`config.mk`:
```
export PLATFORM = sky130hd
export DESIGN_NAME = ufi_uart
export DESIGN_NICKNAME = d
export VERILOG_FILES = /design/src/ufi_pkg.sv /design/src/ufi_uart.sv /design/src/ufi_baud_gen.sv
export SDC_FILE = /design/constraint.sdc
export NUM_CORES = 1
export LEC_CHECK = 0
export ABC_AREA = 1
export BUFFER_PORTS_ARGS = -buffer_cell sky130_fd_sc_hd__buf_2
export CAP_MARGIN = 20
export CORE_AREA = 2 2 246 248
export DETAILED_ROUTE_END_ITERATION = 6
export DIE_AREA = 0 0 248 250
export GPL_TIMING_DRIVEN = 0
export SLEW_MARGIN = 20
export SYNTH_ARGS = -nofsm -noshare
export SYNTH_HDL_FRONTEND = slang
export SYNTH_SLANG_ARGS = --single-unit
```
`constraint.sdc`:
```
create_clock -name mclk -period 2.35 [get_ports mclk]
set_input_delay 0.3525 -clock mclk [delete_from_list [all_inputs] [get_ports mclk]]
set_output_delay 0.3525 -clock mclk [all_outputs]
set_load 0.05 [all_outputs]
```
`src/ufi_pkg.sv`:
```
/*
 ufi_pkg: constants and carrier types for the fifo uart with infrared option.
 assumes a single 10 MHz system clock and a 1.8462 MHz oscillator enable input.
*/
package ufi_pkg;
    localparam int          DATA_W        = 8;
    localparam int          FIFO_DEPTH    = 16;
    localparam int          CNT_W         = 5;
    localparam int          PTR_W         = 4;
    localparam logic [4:0]  FIFO_FULL_CNT = 5'h10;
    localparam logic [15:0] DIV_ONE       = 16'h0001;
    localparam logic [15:0] DIV_TWO       = 16'h0002;
    localparam logic [15:0] DIV_LOW_CNT   = 16'h0002;
    localparam logic [3:0]  OVS_LAST      = 4'hf;
    localparam logic [3:0]  OVS_MID       = 4'h7;
    localparam logic [3:0]  IR_PULSE_LEN  = 4'h3;
    localparam logic [3:0]  ID_NONE       = 4'h1;
    localparam logic [3:0]  ID_LINE       = 4'h6;
    localparam logic [3:0]  ID_RXDATA     = 4'h4;
    localparam logic [3:0]  ID_TIMEOUT    = 4'hc;
    localparam logic [3:0]  ID_HOLDING_EMPTY_FLAG       = 4'h2;
    localparam logic [2:0]  TIMEOUT_CHARS = 3'h4;
    localparam logic [3:0]  FRAME_BITS    = 4'ha;
    localparam int          MCLK_HZ       = 10000000;
    localparam int          ASK_HZ        = 500000;
    localparam logic [4:0]  ASK_HALF      = 5'(MCLK_HZ / ASK_HZ / 2 - 1);

    typedef enum logic [1:0] {IR_OFF = 2'h0, IR_PULSE = 2'h1, IR_ASK = 2'h2} ufi_irmode_t;

    typedef struct packed {
        logic        fifoEnable;
        logic        rxIntEnable;
        logic        txIntEnable;
        logic        lineIntEnable;
        logic [4:0]  rxTrigger;
        logic        twoStop;
        ufi_irmode_t irMode;
        logic [15:0] divisor;
    } ufi_cfg_t;

    typedef struct packed {
        logic       dataReady;
        logic       overrun;
        logic       holdingEmpty;
        logic       txEmpty;
        logic [4:0] rxCount;
        logic [4:0] txCount;
    } ufi_status_t;
endpackage

```
`src/ufi_uart.sv`:
```
/*
 ufi_uart: 16-byte fifo uart core with interrupt identification and infrared coding.
 assumes the cpu side strobes are single-cycle and synchronous to mclk.
*/
`timescale 1ns/1ps
module ufi_uart
    import ufi_pkg::*;
(
    // clock and reset
    input  wire logic              mclk,
    input  wire logic              resetn,
    // configuration
    input  wire ufi_cfg_t          cfg,
    input  wire logic              oscEn,
    // cpu transmit
    input  wire logic              txWrite,
    input  wire logic [7:0]        txData,
    output logic                   txReady,
    // cpu receive
    input  wire logic              rxRead,
    output logic [7:0]             rxData,
    input  wire logic              identRead,
    input  wire logic              lineRead,
    // second port pins
    input  wire logic              second_port_rx_pin,
    output logic                   second_port_tx_pin,
    output logic                   baudOut,
    // status
    output ufi_status_t            line_status_reg,
    output logic [3:0]             interrupt_ident_reg,
    output logic                   irq
);
    typedef enum logic [2:0] {TX_IDLE = 3'b001, TX_SHIFT = 3'b010, TX_STOP = 3'b100} ufi_txst_t;

    function automatic logic [3:0] nextPtr(input logic [3:0] p);
        nextPtr = p + 4'h1;
    endfunction

    logic        tick;
    logic [7:0]  rxMem [FIFO_DEPTH];
    logic [7:0]  txMem [FIFO_DEPTH];
    logic [3:0]  rxWp, rxRp, txWp, txRp;
    logic [4:0]  rxCnt, txCnt;
    logic        overrun, threPend, twoHeld, delayArm, lastFifoEn;
    logic [3:0]  rxOvs, rxBit, txOvs, txBit, delayBits, toOvs;
    logic        armEmpty;
    logic [8:0]  rxSh, txSh;
    logic        rxBusy, rxSync;
    logic [5:0]  toBits;
    logic [4:0]  askCnt;
    logic        askWave;
    ufi_txst_t   txState;

    ufi_baud_gen u_baud_gen (
        .mclk    (mclk),
        .resetn  (resetn),
        .oscEn   (oscEn),
        .divisor (cfg.divisor),
        .baudOut (baudOut),
        .tick    (tick)
    );

    // infrared receive: the pin is inverted, so a high level at the sample reads as a zero bit
    wire logic rxLine  = (cfg.irMode == IR_OFF) ? rxSync : ~rxSync;
    // done at the stop-bit sample, so a back-to-back start edge is not missed
    wire logic rxDone  = tick && rxBusy && rxOvs == OVS_LAST && rxBit == 4'h8;
    wire logic rxPush  = rxDone && rxCnt != FIFO_FULL_CNT;
    wire logic rxPop   = rxRead && rxCnt != 5'h00;
    wire logic txPush  = txWrite && txCnt != FIFO_FULL_CNT;
    wire logic txPop   = txState == TX_IDLE && txCnt != 5'h00;
    wire logic bitEnd  = tick && txOvs == OVS_LAST;
    wire logic fifoEmptyNow = txCnt == 5'h00 && txState == TX_IDLE;
    wire logic timeout = rxCnt != 5'h00 && toBits >= 6'(TIMEOUT_CHARS) * 6'(FRAME_BITS)
                         + {5'h0, cfg.twoStop};
    wire logic rxLevel = rxCnt >= cfg.rxTrigger && rxCnt != 5'h00;
    wire logic lineInt = cfg.lineIntEnable && overrun;
    wire logic rxInt   = cfg.fifoEnable && cfg.rxIntEnable && (rxLevel || timeout);
    wire logic txInt   = cfg.fifoEnable && cfg.txIntEnable && threPend;
    wire logic txBitVal = (txState == TX_SHIFT) ? txSh[0] : 1'b1;
    wire logic pulseOn = txOvs < IR_PULSE_LEN;
    wire logic next_tx = (cfg.irMode == IR_PULSE) ? (~txBitVal && pulseOn)
                       : (cfg.irMode == IR_ASK) ? (~txBitVal && askWave)
                       : txBitVal;
    wire logic [3:0] next_ident = lineInt ? ID_LINE
                                : rxInt ? (timeout && !rxLevel ? ID_TIMEOUT : ID_RXDATA)
                                : txInt ? ID_HOLDING_EMPTY_FLAG : ID_NONE;

    // receiver: 16x oversampling, character times counted on the rx clock
    always_ff @(posedge mclk)
    begin
        if (!resetn)
        begin
            rxSync <= 1'b1;
            rxBusy <= 1'b0;
            rxOvs  <= 4'h0;
            rxBit  <= 4'h0;
            rxSh   <= 9'h000;
            toBits <= 6'h00;
            toOvs  <= 4'h0;
        end
        else
        begin
            rxSync <= second_port_rx_pin;
            // free-running bit timer; the rx sampler stops counting while idle
            if (tick)
                toOvs <= toOvs + 4'h1;
            if (rxPush || rxPop)
                toBits <= 6'h00;
            else if (tick && toOvs == OVS_LAST && toBits != 6'h3f)
                toBits <= toBits + 6'h01;
            if (tick)
            begin
                rxOvs <= rxOvs + 4'h1;
                if (!rxBusy && rxLine)
                    rxOvs <= 4'h0;
                else if (!rxBusy && rxOvs == OVS_MID)
                begin
                    rxBusy <= 1'b1;
                    rxBit  <= 4'h0;
                    rxOvs  <= 4'h0;
                end
                else if (rxBusy && rxOvs == OVS_LAST)
                begin
                    rxSh  <= {rxLine, rxSh[8:1]};
                    rxBit <= rxBit + 4'h1;
                    if (rxBit == 4'h8)
                        rxBusy <= 1'b0;
                end
            end
        end
    end

    // receive fifo and overrun
    always_ff @(posedge mclk)
    begin
        if (!resetn)
        begin
            rxWp    <= 4'h0;
            rxRp    <= 4'h0;
            rxCnt   <= 5'h00;
            overrun <= 1'b0;
            rxData  <= 8'h00;
        end
        else
        begin
            if (rxPush)
            begin
                rxMem[rxWp] <= rxSh[8:1];
                rxWp        <= nextPtr(rxWp);
            end
            if (rxPop)
            begin
                rxData <= rxMem[rxRp];
                rxRp   <= nextPtr(rxRp);
            end
            rxCnt <= rxCnt + 5'(rxPush) - 5'(rxPop);
            if (rxDone && !rxPush)
                overrun <= 1'b1;
            else if (lineRead)
                overrun <= 1'b0;
        end
    end

    // transmitter; a load starts shifting at once
    always_ff @(posedge mclk)
    begin
        if (!resetn)
        begin
            txWp    <= 4'h0;
            txRp    <= 4'h0;
            txCnt   <= 5'h00;
            txSh    <= 9'h1ff;
            txOvs   <= 4'h0;
            txBit   <= 4'h0;
            txState <= TX_IDLE;
        end
        else
        begin
            if (txPush)
            begin
                txMem[txWp] <= txData;
                txWp        <= nextPtr(txWp);
            end
            if (txPop)
                txRp <= nextPtr(txRp);
            txCnt <= txCnt + 5'(txPush) - 5'(txPop);
            if (tick)
                txOvs <= txOvs + 4'h1;
            case (txState)
                TX_IDLE:
                begin
                    if (txPop)
                    begin
                        txSh    <= {txMem[txRp], 1'b0};
                        txBit   <= 4'h0;
                        txOvs   <= 4'h0;
                        txState <= TX_SHIFT;
                    end
                end
                TX_SHIFT:
                begin
                    if (bitEnd)
                    begin
                        txSh  <= {1'b1, txSh[8:1]};
                        txBit <= txBit + 4'h1;
                        if (txBit == 4'h8)
                            txState <= TX_STOP;
                    end
                end
                TX_STOP:
                begin
                    if (bitEnd && (!cfg.twoStop || txBit == 4'h9))
                        txState <= TX_IDLE;
                    else if (bitEnd)
                        txBit <= txBit + 4'h1;
                end
                default: txState <= TX_IDLE;
            endcase
        end
    end

    // holding-empty interrupt and its delay of one character less the stop bit
    always_ff @(posedge mclk)
    begin
        if (!resetn)
        begin
            threPend   <= 1'b1;
            twoHeld    <= 1'b0;
            delayArm   <= 1'b0;
            delayBits  <= 4'h0;
            lastFifoEn <= 1'b0;
            armEmpty   <= 1'b0;
        end
        else
        begin
            lastFifoEn <= cfg.fifoEnable;
            if (txCnt >= 5'h02)
                twoHeld <= 1'b1;
            if (txPush && txCnt == 5'h00 && !twoHeld)
            begin
                delayArm  <= 1'b1;
                delayBits <= FRAME_BITS - 4'h1;
            end
            else if (delayArm && tick && txOvs == OVS_LAST && delayBits != 4'h0)
                delayBits <= delayBits - 4'h1;
            if (cfg.fifoEnable != lastFifoEn)
                threPend <= 1'b1;
            else if (armEmpty && txCnt == 5'h00 && !threPend && (!delayArm || delayBits == 4'h0 || twoHeld))
            begin
                threPend <= 1'b1;
                delayArm <= 1'b0;
                twoHeld  <= 1'b0;
                armEmpty <= 1'b0;
            end
            else if (txWrite || (identRead && interrupt_ident_reg == ID_HOLDING_EMPTY_FLAG))
                threPend <= 1'b0;
            // only an emptying after a load, or a change of fifoEnable, raises it again, not the idle level
            if (txPush)
                armEmpty <= 1'b1;
        end
    end

    // infrared carrier and registered outputs
    always_ff @(posedge mclk)
    begin
        if (!resetn)
        begin
            askCnt              <= 5'h00;
            askWave             <= 1'b0;
            second_port_tx_pin  <= 1'b1;
            txReady             <= 1'b1;
            line_status_reg     <= '0;
            interrupt_ident_reg <= ID_NONE;
            irq                 <= 1'b0;
        end
        else
        begin
            askCnt  <= (askCnt == ASK_HALF) ? 5'h00 : askCnt + 5'h01;
            if (askCnt == ASK_HALF)
                askWave <= ~askWave;
            second_port_tx_pin <= next_tx;
            txReady <= txCnt + 5'(txPush) - 5'(txPop) != FIFO_FULL_CNT;
            line_status_reg.dataReady    <= rxCnt != 5'h00;
            line_status_reg.overrun      <= overrun;
            line_status_reg.holdingEmpty <= threPend;
            line_status_reg.txEmpty      <= fifoEmptyNow;
            line_status_reg.rxCount      <= rxCnt;
            line_status_reg.txCount      <= txCnt;
            interrupt_ident_reg <= next_ident;
            irq <= next_ident != ID_NONE;
        end
    end
endmodule

```
`src/ufi_baud_gen.sv`:
```
/*
 ufi_baud_gen: divider output and 16x enable derived from the oscillator enable.
 assumes oscEn pulses one mclk cycle per 1.8462 MHz oscillator edge pair.
*/
`timescale 1ns/1ps
module ufi_baud_gen
    import ufi_pkg::*;
(
    // clock and reset
    input  wire logic        mclk,
    input  wire logic        resetn,
    // oscillator and divisor
    input  wire logic        oscEn,
    input  wire logic [15:0] divisor,
    // outputs
    output logic             baudOut,
    output logic             tick
);
    logic [15:0] count;
    logic        oscPhase;
    wire  logic  isOne  = (divisor == DIV_ONE);
    wire  logic  isTwo  = (divisor == DIV_TWO);
    wire  logic  wrap   = oscEn && (count >= divisor - DIV_ONE || divisor == 16'h0000);
    wire  logic  next_baudOut = isOne ? ~oscPhase : isTwo ? (count == 16'h0000)
                               : (count >= DIV_LOW_CNT);

    always_ff @(posedge mclk)
    begin
        if (!resetn)
        begin
            count    <= 16'h0000;
            oscPhase <= 1'b0;
            baudOut  <= 1'b0;
            tick     <= 1'b0;
        end
        else
        begin
            if (oscEn)
                oscPhase <= ~oscPhase;
            if (oscEn)
                count <= wrap ? 16'h0000 : count + 16'h0001;
            baudOut <= next_baudOut;
            tick    <= wrap;
        end
    end
endmodule

```
==> key figures <==
Worst setup path
  – CP cell instances: inv_2, ha_4, nand4_1, nand2_2, inv_4, ha_4, inv_2, ha_4, inv_2, fa_2, o21ai_2, a21oi_2, nand2_1, nand2_1, nor2_2, nand4_1
  – CP endpoint kind: register
  – Crit-path max cell delay: 0.37 ns
  – Worst Path Arrival: 2.90 ns
  – Crit path kind: reg -> reg
  – Startpoint types: register
  – Reg2reg setup slack: -0.12 ns
  – FF-to-FF Start: txCnt[2]
  – CP Max Fanout: 3
  – Reg2reg end: txReady
  – CP required: 2.78 ns
  – Reg2reg path depth: 16
  – Worst path slowest cell: fa_2

Pwr
  – Pwr dens: 969 mW/mm^2
  – Power share of the clock group: 34.8%
  – Switching Fraction: 32.5%
  – Reg power frac: 39.5%
  – Internal: 13.8 mW
  – Switch Pwr: 6.63 mW
  – Worst VDD drop: 0.619 mV
  – Leak: 8.03 nW
  – Comb power frac: 25.7%

STA
  – Clock period minus worst slack: 2.47 ns
  – RSZ-0062 raised after global routing: yes
  – Relative slew margins: 42.4%
  – FMAX: 405 MHz
  – Final clock skew: 0.0172 ns
  – Final WS setup: -0.117 ns
  – Setup violations, final: 3
  – Least-Margin Pin Slew: 0.863 ns
  – Slew Limit Fails: 0
  – Final Hold Viols: 0
  – Fin crit share: 105%

Cells and area
  – Largest regs: rxMem (128), txMem (128), u_baud_gen.count (16)
  – Most common cell after layout, fill and taps aside: edfxtp_1
  – Area Growth Syn to Fin: 19.0%
  – Nets: 2099
  – Fin util: 35.4%
  – Filler-free cell count of the finished design: 2804
  – Multi-input logic area: 0.00621 sq mm
  – Register area: 0.0105 sq mm
  – Share of cells above drive strength 1: 13.6%
  – ANT cells: 0
  – Most frequent cells in the layout: edfxtp_1 (256), nor2_1 (248), inv_1 (239), nand2_1 (226), nand3_1 (140)
  – Fill count: 5919

Yosys
  – Synth Area in Compound Gates: 9.50%
  – EDFF count, synth: 256
  – Yosys Warn Count: 0
  – Adder-cell share of the synthesized area: 4.89%
  – Mapped Nets: 1953
  – Gate Count Post-Synth: 1841
  – Post-Synth Simple-Gate Area: 17.3%
  – Async SR Flop Fraction: 0%
  – Post-synth cell types: 43
  – Syn Area/Cell: 9.61 sq um
  – Largest family of logic cells by synthesized area: simple AND/OR/NAND/NOR gates
  – Post-synthesis mux area share: 0%
  – Yosys reg bits: 398
  – Synth Cell Area: 0.0177 sq mm
  – Seq/Total Area, Yosys: 59.5%
  – Ys flop type: edfxtp_1
  – Area share of xor/xnor cells in the synthesized design: 1.73%

Clock tree
  – Clk Latency, worst-skew pair: 0.58 ns
  – Clk sinks: 398
  – Clk root buf: clkbuf_16
  – H-tree Lvls: 2
  – CTS tree: built
  – CTS clk-pin slew, worst paths: 0.06 ns
  – CTS Buf Count: 44
  – Max Buffers Root-to-Sink: 3

Detailed routing
  – Drt pass-1 iters: 5
  – Routed WL per cell: 15.9 um
  – Post-DR vias/cell: 4.71
  – Antenna Nets Post-Route: 0
  – Final wirelength: 44.6 mm
  – # DRC: 0
  – Via count: 13200
  – Iter 0 DRT Violations: 978

Hold path
  – Hold path start: cfg[27]
  – Hold Crit Depth: 3
  – Worst hold-check path type: in -> reg
  – Hold Path Sink: lastFifoEn

Place
  – Hpwl dp: 31.1 mm
  – DP Worst Slack: -0.563 ns
  – DP Cell Count: 2696
  – Buffers on Ports: 73
  – Final Wtd Congestion: 0.851

Status
  – Violated checks: negative setup slack
  – Status: finished, violations left

GRT
  – Gr ovfl total: 0
  – Total track usage: 14.4%
  – First-pass GRT wire length: 70.2 mm
  – Largest net degree at the start of global routing: 19
  – Initial antenna violation count: 0
  – Vias in the first global route: 13300

Die
  – Chip width: 248 um
  – Die height: 250 um
  – Rows: 90
  – Core ar.: 0.0596 sq mm
  – I/O pin count: 74
  – Die Area: 0.0620 sq mm
  – Initial Util: 29.7%

Job
  – Reported max-cap violation count: 0
[cell type report]
type	count	area share, %
well taps	782	4.64
flip-flops and latches	398	50.1
clock inverters	14	1.10
inverters	256	4.59
plain buffers	67	1.38
repair buffers	101	2.77
clock buffers	67	5.97
multi-input cells	1119	29.5
[stage by stage]
| stage | power, mW | TNS [ns] | cell area, sq um | hold WS, ns |
|---|---|---|---|---|
| after floorplan | 11.5 | -0.0538 | 17800 | 0.419 |
| after global placement | 12.8 | -75.01 | 19100 | 0.437 |
| after detailed placement | 12.9 | -83.47 | 19100 | 0.453 |
| after CTS | 20.4 | -0.147 | 20900 | 0.00369 |
| after global routing | 21.5 | -2.47 | 21100 | 0.0436 |
| final | 20.4 | -0.257 | 21100 | 0.0383 |
[routing by layer]
layer  track usage [%]  vias to the layer above  part of all wire (%)
met5                 0                        -                     0
met4              4.57                        0                   2.5
met3              2.82                       80                   6.0
met2              23.5                      371                    46
met1              19.2                     6285                    45
li1                  -                     6479                     -
[critical path: cells and delay by family (launching register included)]
kind	cells	cell delay [ns]
compound gates	2	0.22
fa+ha+maj	4	0.85
buf+inv	4	0.24
flops	1	0.32
simple gates	6	0.71
[repair_timing]
action                     CTS  global route
pin swaps                   18            15
gates resized for setup     41            36
hold endpoints to repair     2             0
setup endpoints to repair  257           133
hold buffers                 2             0
setup buffers               19             7
[logic make-up (layout without fill, tap and decap cells)]
family                     after synthesis  after routing
DFF                                    398            398
xor gates and xnor gates                35             35
buffers and inverters                  324            505
AOI/OAI and AO/OA                      299            299
adders and majority gates               68             68
and+or+nand+nor                        717            717
[Yosys cell counts, types with 4 or more instances]
cell        n  area share, %
buf_1       5           0.11
buf_2      20           0.57
xor2_1     23            1.1
o21ai_0   142            4.0
clkbuf_1   41           0.87
nand2_1   229            4.9
o211ai_1   62            2.6
dfxtp_1   142             16
nor2_1    275            5.8
nand3_1   142            4.0
edfxtp_1  256             43
nor3b_1     4           0.17
nand3b_1    4           0.17
nand4_1    24           0.85
inv_1     250            5.3
nor3_1     17           0.48
xnor2_1    12           0.59
ha_1       66            4.7
a211oi_1    4           0.17
or2_2       7           0.25
a21oi_1    82            2.3
[power groups by stage]
stage | Clock [mW] | Combinational [mW] | Sequential (mW)
finish | 7.12 | 5.25 | 8.06
detailed placement | 0 | 4.72 | 8.19
floorplan | 0 | 2.97 | 8.49
global placement | 0 | 4.61 | 8.18
CTS | 7.28 | 5.08 | 8.06
global route | 7.56 | 5.83 | 8.11
[how the worst max path moves through the flow]
stage | from | end | slack [ns]
after floorplan | rxOvs[1] | rxCnt[4] | -0.05
after global placement | resetn | txMem[11][2] | -0.74
after detailed placement | cfg[1] | u_baud_gen.count[14] | -0.56
final | txCnt[2] | txReady | -0.12
after global routing | txCnt[2] | txReady | -0.21
after CTS | txCnt[3] | txReady | -0.11
Note: power is estimated with default switching activity, not from simulation.
